--- config.mk ---
export PLATFORM = sky130hd
export DESIGN_NAME = ucp_cell_port
export DESIGN_NICKNAME = d
export VERILOG_FILES = /design/src/design/ucp_cell_port.v /design/src/design/ucp_cell_ram.v
export VERILOG_INCLUDE_DIRS = /design/src /design/src/inc
export SDC_FILE = /design/constraint.sdc
export NUM_CORES = 2
export LEC_CHECK = 0
export BUFFER_PORTS_ARGS = -buffer_cell sky130_fd_sc_hd__buf_4
export CAP_MARGIN = 20
export CORE_MARGIN = 1.5
export CORE_UTILIZATION = 40
export DETAILED_ROUTE_END_ITERATION = 16
export PLACE_DENSITY_LB_ADDON = 0.12
export SETUP_SLACK_MARGIN = 0.1
export SLEW_MARGIN = 20
export SYNTH_ARGS = -nofsm -noshare
export SYNTH_HDL_FRONTEND = slang
export SYNTH_MEMORY_MAX_BITS = 65536
export SYNTH_SLANG_ARGS = --single-unit
export TNS_END_PERCENT = 5
--- constraint.sdc ---
create_clock -name i_clk -period 4.45 [get_ports i_clk]
set_input_delay 0.445 -clock i_clk [delete_from_list [all_inputs] [get_ports i_clk]]
set_output_delay 0.445 -clock i_clk [all_outputs]
set_load 0.02 [all_outputs]
--- src/inc/ucp_defines.vh ---
`ifndef UCP_DEFINES_VH
`define UCP_DEFINES_VH

// Register offsets on the 14-bit processor address bus.
`define UCP_ADDR_PARITY_CFG 14'h000D
`define UCP_ADDR_STATUS 14'h000E
`define UCP_ADDR_IO_MODE 14'h0202
`define UCP_ADDR_SYS_BUS 14'h0E01

// Reset values.
`define UCP_RST_PARITY_CFG 8'h00
`define UCP_RST_IO_MODE 8'h00
`define UCP_RST_SYS_BUS 8'h00

// Field positions.
`define UCP_BIT_WIDE_BUS 0
`define UCP_BIT_FLOW_MODE 1
`define UCP_BIT_PARITY_SENSE 2
`define UCP_BIT_ST_TX_PERR 0
`define UCP_BIT_ST_TX_OVFL 1
`define UCP_BIT_ST_RX_EMPTY 2
`define UCP_BIT_ST_TX_EMPTY 3

// Multi-PHY addressing.
`define UCP_NULL_PORT 5'h1F
`define UCP_PORT_ADDR 5'h00

// Cell buffers: 128 words of 16 data bits plus a first-word flag.
`define UCP_PTR_W 7
`define UCP_CNT_W 8
`define UCP_DEPTH 8'h80
`define UCP_WORD_W 17
`define UCP_CELL_WORDS_8 8'h35
`define UCP_CELL_WORDS_16 8'h1B
`define UCP_RX_READY_LIMIT 8'h7E

`endif

--- src/design/ucp_cell_port.v ---
// Contract
// - Transmit link signals timed by transmit clock.
// - Receive link signals timed by receive clock.
// - Accept transmit words only while enable low.
// - Deliver receive words only while enable low.
// - Transmit address 31 selects no port.
// - Receive address 0-30 valid, 31 null.
// - Transmit word up to sixteen bits accepted.
// - Check transmit parity over 8/16 bits.
// - Parity sense bit two selects odd/even.
// - Generate receive parity over 8/16 bits.
// - Receive parity odd/even per sense bit.
// - Mark first received word high, else low.
// - Receive data outputs are tri-statable.
// - Transmit available shows full or cell space.
// - Receive available shows empty or cell ready.
`timescale 1ns/1ns
`include "ucp_defines.vh"
module ucp_cell_port (
	input wire i_clk,
	input wire i_reset_n,
	input wire i_mcs_n,
	input wire i_mwr_n,
	input wire i_moe_n,
	input wire [13:0] i_maddr,
	input wire [7:0] i_mdata_in,
	output reg [7:0] o_mdata_out,
	output reg o_mdata_oe,
	output reg o_mdtack_out,
	output reg o_mdtack_oe,
	input wire i_cell_tx_clock,
	input wire i_cell_tx_enable_n,
	input wire [4:0] i_cell_tx_port_select,
	input wire [15:0] i_cell_tx_word,
	input wire i_cell_tx_parity,
	input wire i_cell_tx_first_word,
	output reg o_cell_tx_space_flag,
	input wire i_cell_rx_clock,
	input wire i_cell_rx_enable_n,
	input wire [4:0] i_cell_rx_port_select,
	output reg [15:0] o_cell_rx_word,
	output reg o_cell_rx_parity,
	output reg o_cell_rx_first_word,
	output reg o_cell_rx_drive_oe,
	output reg o_cell_rx_ready_flag,
	output reg o_cell_rx_ready_flag_oe,
	output reg [15:0] o_tx_word,
	output reg o_tx_first_word,
	output reg o_tx_valid,
	input wire i_tx_ready,
	input wire [15:0] i_rx_word,
	input wire i_rx_first_word,
	input wire i_rx_valid,
	output reg o_rx_ready
);

////////////////////////////////////////////////////////////////////////////////
// Configuration and status registers.

reg [7:0] parity_cfg;
reg [7:0] io_mode;
reg [7:0] sys_bus;
reg st_tx_perr;
reg st_tx_ovfl;
reg cs_seen;
reg [7:0] next_rd_data;

wire wide_bus_select = io_mode[`UCP_BIT_WIDE_BUS];
wire flow_signal_mode = sys_bus[`UCP_BIT_FLOW_MODE];
wire parity_sense_select = parity_cfg[`UCP_BIT_PARITY_SENSE];
wire [7:0] cell_words = wide_bus_select ? `UCP_CELL_WORDS_16 : `UCP_CELL_WORDS_8;
wire acc_start = !i_mcs_n && !cs_seen;
wire wr_start = acc_start && !i_mwr_n;

reg [`UCP_CNT_W-1:0] tx_count;
reg [`UCP_CNT_W-1:0] rx_count;
reg tx_perr_evt;
reg tx_ovfl_evt;

always @* begin
	case (i_maddr)
	`UCP_ADDR_PARITY_CFG: next_rd_data = parity_cfg;
	`UCP_ADDR_IO_MODE: next_rd_data = io_mode;
	`UCP_ADDR_SYS_BUS: next_rd_data = sys_bus;
	`UCP_ADDR_STATUS: next_rd_data = {4'h0, tx_count == 8'h00, rx_count == 8'h00,
		st_tx_ovfl, st_tx_perr};
	default: next_rd_data = 8'h00;
	endcase
end

// A cycle is taken once per chip-select assertion; acknowledge holds until release.
always @(posedge i_clk) begin
	if (!i_reset_n) begin
		parity_cfg <= `UCP_RST_PARITY_CFG;
		io_mode <= `UCP_RST_IO_MODE;
		sys_bus <= `UCP_RST_SYS_BUS;
		cs_seen <= 1'b0;
		o_mdata_out <= 8'h00;
		o_mdata_oe <= 1'b0;
		o_mdtack_out <= 1'b0;
		o_mdtack_oe <= 1'b0;
	end else begin
		cs_seen <= !i_mcs_n;
		o_mdtack_out <= 1'b0;
		o_mdtack_oe <= cs_seen && !i_mcs_n;
		o_mdata_oe <= !i_mcs_n && !i_moe_n && i_mwr_n;
		if (acc_start && i_mwr_n) begin
			o_mdata_out <= next_rd_data;
		end
		if (wr_start) begin
			case (i_maddr)
			`UCP_ADDR_PARITY_CFG: parity_cfg <= i_mdata_in;
			`UCP_ADDR_IO_MODE: io_mode <= i_mdata_in;
			`UCP_ADDR_SYS_BUS: sys_bus <= i_mdata_in;
			default: parity_cfg <= parity_cfg;
			endcase
		end
	end
end

// Sticky flags clear on a one written; a new event in the same cycle wins.
always @(posedge i_clk) begin
	if (!i_reset_n) begin
		st_tx_perr <= 1'b0;
		st_tx_ovfl <= 1'b0;
	end else begin
		if (tx_perr_evt) begin
			st_tx_perr <= 1'b1;
		end else if (wr_start && i_maddr == `UCP_ADDR_STATUS &&
			i_mdata_in[`UCP_BIT_ST_TX_PERR]) begin
			st_tx_perr <= 1'b0;
		end
		if (tx_ovfl_evt) begin
			st_tx_ovfl <= 1'b1;
		end else if (wr_start && i_maddr == `UCP_ADDR_STATUS &&
			i_mdata_in[`UCP_BIT_ST_TX_OVFL]) begin
			st_tx_ovfl <= 1'b0;
		end
	end
end

////////////////////////////////////////////////////////////////////////////////
// Link input synchronisers and link clock edge detection.

reg [24:0] tx_meta;
reg [24:0] tx_sync;
reg tx_clk_last;
reg [6:0] rx_meta;
reg [6:0] rx_sync;
reg rx_clk_last;

always @(posedge i_clk) begin
	if (!i_reset_n) begin
		tx_meta <= 25'h0000000;
		tx_sync <= 25'h0000000;
		tx_clk_last <= 1'b0;
		rx_meta <= 7'h00;
		rx_sync <= 7'h00;
		rx_clk_last <= 1'b0;
	end else begin
		tx_meta <= {i_cell_tx_clock, i_cell_tx_enable_n, i_cell_tx_port_select,
			i_cell_tx_word, i_cell_tx_parity, i_cell_tx_first_word};
		tx_sync <= tx_meta;
		tx_clk_last <= tx_sync[24];
		rx_meta <= {i_cell_rx_clock, i_cell_rx_enable_n, i_cell_rx_port_select};
		rx_sync <= rx_meta;
		rx_clk_last <= rx_sync[6];
	end
end

// All link inputs pass the same two stages, so they stay aligned with the clock edge.
wire tx_edge = tx_sync[24] && !tx_clk_last;
wire tx_en_n = tx_sync[23];
wire [4:0] tx_addr = tx_sync[22:18];
wire [15:0] tx_word = tx_sync[17:2];
wire tx_par = tx_sync[1];
wire tx_first = tx_sync[0];
wire rx_edge = rx_sync[6] && !rx_clk_last;
wire rx_en_n = rx_sync[5];
wire [4:0] rx_addr = rx_sync[4:0];

////////////////////////////////////////////////////////////////////////////////
// Transmit path: link into buffer, buffer out to the framer side.

reg tx_sel;
reg [`UCP_PTR_W-1:0] tx_wptr;
reg [`UCP_PTR_W-1:0] tx_rptr;
wire [`UCP_WORD_W-1:0] tx_rd_data;
wire tx_full = tx_count == `UCP_DEPTH;
wire tx_take = tx_edge && !tx_en_n && tx_sel;
wire tx_wr = tx_take && !tx_full;
wire tx_rd = tx_count != 8'h00 && (!o_tx_valid || i_tx_ready);
wire [15:0] tx_chk_word = wide_bus_select ? tx_word : {8'h00, tx_word[7:0]};
wire tx_par_exp = (^tx_chk_word) ^ parity_sense_select;
wire [`UCP_CNT_W-1:0] tx_free = `UCP_DEPTH - tx_count;

always @(posedge i_clk) begin
	if (!i_reset_n) begin
		tx_sel <= 1'b0;
		tx_wptr <= 7'h00;
		tx_rptr <= 7'h00;
		tx_count <= 8'h00;
		tx_perr_evt <= 1'b0;
		tx_ovfl_evt <= 1'b0;
		o_tx_valid <= 1'b0;
		o_cell_tx_space_flag <= 1'b0;
	end else begin
		// Selection is made on an edge with the enable high; null never matches.
		if (tx_edge && tx_en_n) begin
			tx_sel <= tx_addr != `UCP_NULL_PORT && tx_addr == `UCP_PORT_ADDR;
		end
		tx_perr_evt <= tx_take && tx_par != tx_par_exp;
		// A word that meets a full buffer is dropped and raises the overflow flag; its parity is still checked.
		tx_ovfl_evt <= tx_take && tx_full;
		if (tx_wr) begin
			tx_wptr <= tx_wptr + 7'h01;
		end
		if (tx_rd) begin
			tx_rptr <= tx_rptr + 7'h01;
		end
		if (tx_wr && !tx_rd) begin
			tx_count <= tx_count + 8'h01;
		end else if (tx_rd && !tx_wr) begin
			tx_count <= tx_count - 8'h01;
		end
		if (tx_rd) begin
			o_tx_valid <= 1'b1;
		end else if (i_tx_ready) begin
			o_tx_valid <= 1'b0;
		end
		// Polled address answers for this port only.
		if (tx_addr != `UCP_PORT_ADDR) begin
			o_cell_tx_space_flag <= 1'b0;
		end else if (flow_signal_mode) begin
			o_cell_tx_space_flag <= tx_free >= cell_words;
		end else begin
			o_cell_tx_space_flag <= !tx_full;
		end
	end
end

always @* begin
	o_tx_word = tx_rd_data[15:0];
	o_tx_first_word = tx_rd_data[16];
end

// Word and first-word flag stored together, as received from the link.
ucp_cell_ram #(
	.WIDTH(`UCP_WORD_W),
	.AW(`UCP_PTR_W)
) u_tx_ram (
	.i_clk(i_clk),
	.i_reset_n(i_reset_n),
	.i_wr_en(tx_wr),
	.i_wr_addr(tx_wptr),
	.i_wr_data({tx_first, tx_word}),
	.i_rd_en(tx_rd),
	.i_rd_addr(tx_rptr),
	.o_rd_data(tx_rd_data)
);

////////////////////////////////////////////////////////////////////////////////
// Receive path: framer side into buffer, buffer out to the link.

reg rx_sel;
reg rx_rd_d;
reg [`UCP_PTR_W-1:0] rx_wptr;
reg [`UCP_PTR_W-1:0] rx_rptr;
wire [`UCP_WORD_W-1:0] rx_rd_data;
wire rx_wr = i_rx_valid && o_rx_ready;
// A read strobe on an empty buffer leaves the word and parity outputs unchanged; the first-word output still clears.
wire rx_rd = rx_edge && !rx_en_n && rx_sel && rx_count != 8'h00;
wire [15:0] rx_gen_word = wide_bus_select ? rx_rd_data[15:0] : {8'h00, rx_rd_data[7:0]};

always @(posedge i_clk) begin
	if (!i_reset_n) begin
		rx_sel <= 1'b0;
		rx_rd_d <= 1'b0;
		rx_wptr <= 7'h00;
		rx_rptr <= 7'h00;
		rx_count <= 8'h00;
		o_rx_ready <= 1'b0;
		o_cell_rx_word <= 16'h0000;
		o_cell_rx_parity <= 1'b0;
		o_cell_rx_first_word <= 1'b0;
		o_cell_rx_drive_oe <= 1'b0;
		o_cell_rx_ready_flag <= 1'b0;
		o_cell_rx_ready_flag_oe <= 1'b0;
	end else begin
		if (rx_edge && rx_en_n) begin
			rx_sel <= rx_addr != `UCP_NULL_PORT && rx_addr == `UCP_PORT_ADDR;
		end
		o_cell_rx_drive_oe <= rx_sel;
		rx_rd_d <= rx_rd;
		// Ready drops early so that the lag of this register cannot overfill the buffer.
		o_rx_ready <= rx_count < `UCP_RX_READY_LIMIT;
		if (rx_wr) begin
			rx_wptr <= rx_wptr + 7'h01;
		end
		if (rx_rd) begin
			rx_rptr <= rx_rptr + 7'h01;
		end
		if (rx_wr && !rx_rd) begin
			rx_count <= rx_count + 8'h01;
		end else if (rx_rd && !rx_wr) begin
			rx_count <= rx_count - 8'h01;
		end
		// Output word changes a cycle after the buffer read returns.
		if (rx_rd_d) begin
			o_cell_rx_word <= rx_rd_data[15:0];
			o_cell_rx_parity <= (^rx_gen_word) ^ parity_sense_select;
			o_cell_rx_first_word <= rx_rd_data[16];
		end else if (rx_edge) begin
			o_cell_rx_first_word <= 1'b0;
		end
		// The available flag answers its own polled address whatever port is selected.
		o_cell_rx_ready_flag_oe <= rx_addr == `UCP_PORT_ADDR;
		if (flow_signal_mode) begin
			o_cell_rx_ready_flag <= rx_count >= cell_words;
		end else begin
			o_cell_rx_ready_flag <= rx_count != 8'h00;
		end
	end
end

ucp_cell_ram #(
	.WIDTH(`UCP_WORD_W),
	.AW(`UCP_PTR_W)
) u_rx_ram (
	.i_clk(i_clk),
	.i_reset_n(i_reset_n),
	.i_wr_en(rx_wr),
	.i_wr_addr(rx_wptr),
	.i_wr_data({i_rx_first_word, i_rx_word}),
	.i_rd_en(rx_rd),
	.i_rd_addr(rx_rptr),
	.o_rd_data(rx_rd_data)
);

endmodule

--- src/design/ucp_cell_ram.v ---
`timescale 1ns/1ns
module ucp_cell_ram #(
	parameter WIDTH = 17,
	parameter AW = 7
) (
	input wire i_clk,
	input wire i_reset_n,
	input wire i_wr_en,
	input wire [AW-1:0] i_wr_addr,
	input wire [WIDTH-1:0] i_wr_data,
	input wire i_rd_en,
	input wire [AW-1:0] i_rd_addr,
	output reg [WIDTH-1:0] o_rd_data
);

reg [WIDTH-1:0] mem [0:(1<<AW)-1];

always @(posedge i_clk) begin
	if (i_wr_en) begin
		mem[i_wr_addr] <= i_wr_data;
	end
end

always @(posedge i_clk) begin
	if (!i_reset_n) begin
		o_rd_data <= {WIDTH{1'b0}};
	end else if (i_rd_en) begin
		o_rd_data <= mem[i_rd_addr];
	end
end

endmodule

==> impl_summary.log <==
INFO  metric destination_of_the_critical_timing_path = u_tx_ram.mem[23][0]
INFO  metric routed_wire_per_std_cell = about 33 um
INFO  metric fin_nets = a little under 10,000
INFO  metric r2r-end = u_tx_ram.mem[23][0]
INFO  metric powerDensity = slightly below 500 mW/mm^2
INFO  metric max-slew-margin-rel = 0.233
INFO  metric placement_rows = ~240
INFO  metric antenna_found_initial = 23
INFO  metric floorplan.die.width = 667 um
INFO  metric number_of_top_level_pins = 130
INFO  metric regToRegSetupSlack = roughly 200 ps
INFO  metric fin_setup_tns = 0 ps
INFO  metric maxClockFrequency = about 240 MHz
INFO  metric post-synth-top-area-cell = edfxtp_1
INFO  metric post-cts-setup-buffers = 0
INFO  metric worstPathArrival = between 4000 and 5000 ps
INFO  metric global_route.overflow_total = 0
INFO  metric syn_inst = ~8,600
INFO  metric holdCritPathClass = in -> reg
INFO  metric final_max_slew_viol_count = 0
INFO  metric syn-num-nets = ~8,700
INFO  metric post_cts_resize_count = 0
INFO  metric grt_setup_unrepaired = true
INFO  metric multi_input_area = about 0.039 mm^2
INFO  metric viasPerCell = ~5.7
INFO  metric floorplan.die.height = 667 um
INFO  metric setup_viol_count_final = 0
INFO  metric critical_path.endpoint_type = flip-flop
INFO  metric synth.yosys.warnings = 0
INFO  metric synthTopCellsByArea = edfxtp_1 (74%), mux4_2 (12%), mux2i_1 (3.0%)
INFO  metric grt_util_met1 = 0.324
INFO  metric synth_common_cells = edfxtp_1 (4,352), mux4_2 (910), mux2i_1 (529)
INFO  metric finalWirelength = between 500 and 600 mm
INFO  metric detail_route.iter0.violations = roughly 10,000
INFO  metric timing.critical_path.from = tx_count[0]
INFO  metric grtUsageMet3 = 0.0298
INFO  metric timing.hold.ws = approximately 59 ps
INFO  metric mean_instance_size_in_the_synthesized_netlist = approximately 20 um^2
INFO  metric regToRegStartpoint = tx_count[0]
INFO  metric numClockSinks = 4,562
INFO  metric gr-max-usage-layer = met2
INFO  metric io_buffers = 128
INFO  metric p_leak = roughly 64 nW
INFO  metric timing.critical_path.from_type = flip-flop
INFO  metric grt_util_all_layers = 0.232
INFO  metric synth_sequential_area_ratio = 0.765
INFO  metric final_antenna_net_count = 0
INFO  metric place_congestion = ~0.83
INFO  metric post-synth-top-count-cell = edfxtp_1
INFO  metric slew_at_the_pin_with_the_worst_max_slew_slack = roughly 1200 ps
INFO  metric grt_pass1_wl = 730 mm
INFO  metric required = roughly 5100 ps
INFO  metric synth_cell_type_count = 85
INFO  metric post-synth-top-area-fraction = 0.741
INFO  metric cts_tree = done
INFO  metric part_of_the_cycle_the_worst_path_needs = 0.954
INFO  metric dpl.hpwl = between 300 and 400 mm
INFO  metric worstHoldStart = i_rx_word[8]
INFO  metric layout-drive-gt1-share = 0.267
INFO  metric nFillCells = around 37,000
INFO  metric synth_async_sr_flop_share = 0
INFO  metric detail_route.drc_violations = 0
INFO  metric path_max_fanout = 11
INFO  metric die_area = 0.445 mm^2
INFO  metric vdd_drop_max = roughly 0.37 mV
INFO  metric cts.reportedPaths.clkPinSlew = 60 ps
INFO  metric area_growth_syn_to_layout = 15.8%
INFO  metric outcome = finished, final reports clean
INFO  metric fin_skew = 126 ps
INFO  metric grt_pass1_vias = roughly 90,000
INFO  metric final_hold_vios = 0
INFO  metric setup.worst_path.class = reg -> reg
INFO  metric grt_max_degree = roughly 130
INFO  metric max_cap_viol_count = 0
INFO  metric regArea = 0.135 mm^2
INFO  metric initial_core_util = 0.402
INFO  metric post-route-util = 0.465
INFO  metric cts-root-buf = clkbuf_16
INFO  metric cts-buffers-inserted = around 470
INFO  metric vias = between 90,000 and 100k
INFO  metric synthesis.area = approximately 0.18 mm^2
INFO  metric fp.coreArea = approximately 0.44 mm^2
INFO  metric clk_path_buf_depth = 4
INFO  metric synth-seq-cells = 4,562
INFO  metric htree_levels = 5
INFO  metric number_of_enable_flip_flop_cells_after_synthesis = roughly 4,400
INFO  metric first_pass_iters = 6
INFO  metric worst_skew_pair_later_pin_latency = just over 1000 ps
INFO  metric ys_dominant_reg_cell = edfxtp_1
INFO  metric finalWorstPathRequiredPeriod = roughly 4200 ps
INFO  metric met2_usage = 0.381
INFO  metric worst-r2r-cell-count = 10
placed cells by master (no fill, tap or decap), types with 20 or more instances in the layout:
| master | n |
|---|---|
| nor2b_1 | 32 |
| o211ai_1 | 30 |
| nor2_1 | 285 |
| o31ai_1 | 22 |
| a22oi_1 | 84 |
| dfxtp_1 | 181 |
| mux2_2 | 25 |
| buf_12 | 53 |
| a221oi_1 | 71 |
| clkinv_2 | 93 |
| nand2_1 | 296 |
| mux2i_1 | 529 |
| clkinv_1 | 111 |
| o221ai_1 | 82 |
| dlygate4sd3_1 | 73 |
| and2_1 | 85 |
| mux4_2 | 910 |
| bufinv_16 | 37 |
| a21oi_1 | 222 |
| nor3_1 | 60 |
| clkbuf_16 | 478 |
| ha_1 | 26 |
| nand2b_1 | 20 |
| clkbuf_1 | 116 |
| o21ai_0 | 82 |
| a211oi_1 | 58 |
| nand3_1 | 85 |
| xnor2_1 | 54 |
| dfxtp_4 | 25 |
| edfxtp_1 | 4352 |
| buf_4 | 770 |
| o22ai_1 | 75 |
| nor2_2 | 157 |
flip-flops by register name, indices dropped and copies added, names as in the netlist, 7 cells and up:
register            count
tx_rptr                 7
io_mode                 8
u_rx_ram.mem         2176
u_tx_ram.mem         2176
u_tx_ram.o_rd_data     17
rx_meta                 7
tx_wptr                 7
o_cell_rx_word         16
sys_bus                 8
parity_cfg              8
tx_sync                25
u_rx_ram.o_rd_data     17
tx_meta                25
rx_sync                 7
tx_count                8
rx_rptr                 7
o_mdata_out             8
rx_wptr                 7
rx_count                8
how the worst min path moves through the flow:
stage	endpoint	slack, ps	depth (start not counted)
after floorplan	o_cell_rx_ready_flag_oe	390	1
after global placement	o_cell_rx_ready_flag_oe	410	1
after detailed placement	o_cell_rx_ready_flag_oe	410	1
after CTS	u_rx_ram.mem[87][8]	7	2
after global routing	u_rx_ram.mem[87][8]	40	2
final	u_rx_ram.mem[87][8]	60	2
kinds of logic after synthesis:
kind of cell | count (synthesis) | share of synthesized area
XOR/XNOR | 68 | 0.00338
adder cells (fa/ha/maj) | 28 | 0.00207
AO/OA/AOI/OAI | 874 | 0.0344
AND/OR/NAND/NOR | 1115 | 0.0284
multiplexers | 1471 | 0.149
buffers and inverters | 503 | 0.0174
flip-flops | 4562 | 0.765
other | 1 | 0.0000213
metal layers:
layer / vias to the layer above / routed length (um)
li1: 37500 / -
met1: 49100 / 222000
met2: 3310 / 254000
met3: 753 / 30800
met4: 6 / 17700
met5: - / 43
worst max-delay path: stages, from the launching register on:
cell and delay (ps):
dfxtp_1 460, inv_1 90, ha_1 230, nor3b_2 200, nand4_1 190, nor2b_1 450, buf_4 250, and2_0 270
nand3_1 650, nor2_1 790, buf_4 330
area by class of cell:
cell class	count	area share
flip-flops and latches	4562	0.662
multi-input cells	3557	0.190
clock inverters	274	0.0120
diodes	11	0.000135
repair buffers	898	0.0374
clock buffers	611	0.0619
inverters	26	0.000546
well taps	5880	0.0361
per-stage QoR:
step	area (um^2)	std cells	setup slack [ps]	power [W]
after floorplan	176000	8622	786	0.0569
after global placement	188000	14800	153	0.0616
after detailed placement	188000	14800	202	0.0617
after CTS	204000	15800	134	0.100
after global routing	204000	15800	-5.92	0.102
final	204000	15800	203	0.0993
power by group:
group | total (W) | switching [W] | internal, W
combinational | 0.0130 | 0.00731 | 0.00569
clock | 0.0387 | 0.0166 | 0.0221
sequential | 0.0476 | 0.000551 | 0.0471
what timing repair did:
item                       in CTS  in global routing
hold buffers                   71                  2
setup endpoints to repair       0                 21
hold endpoints to repair      301                 56
No activity file was read; power rests on OpenSTA's default activity.
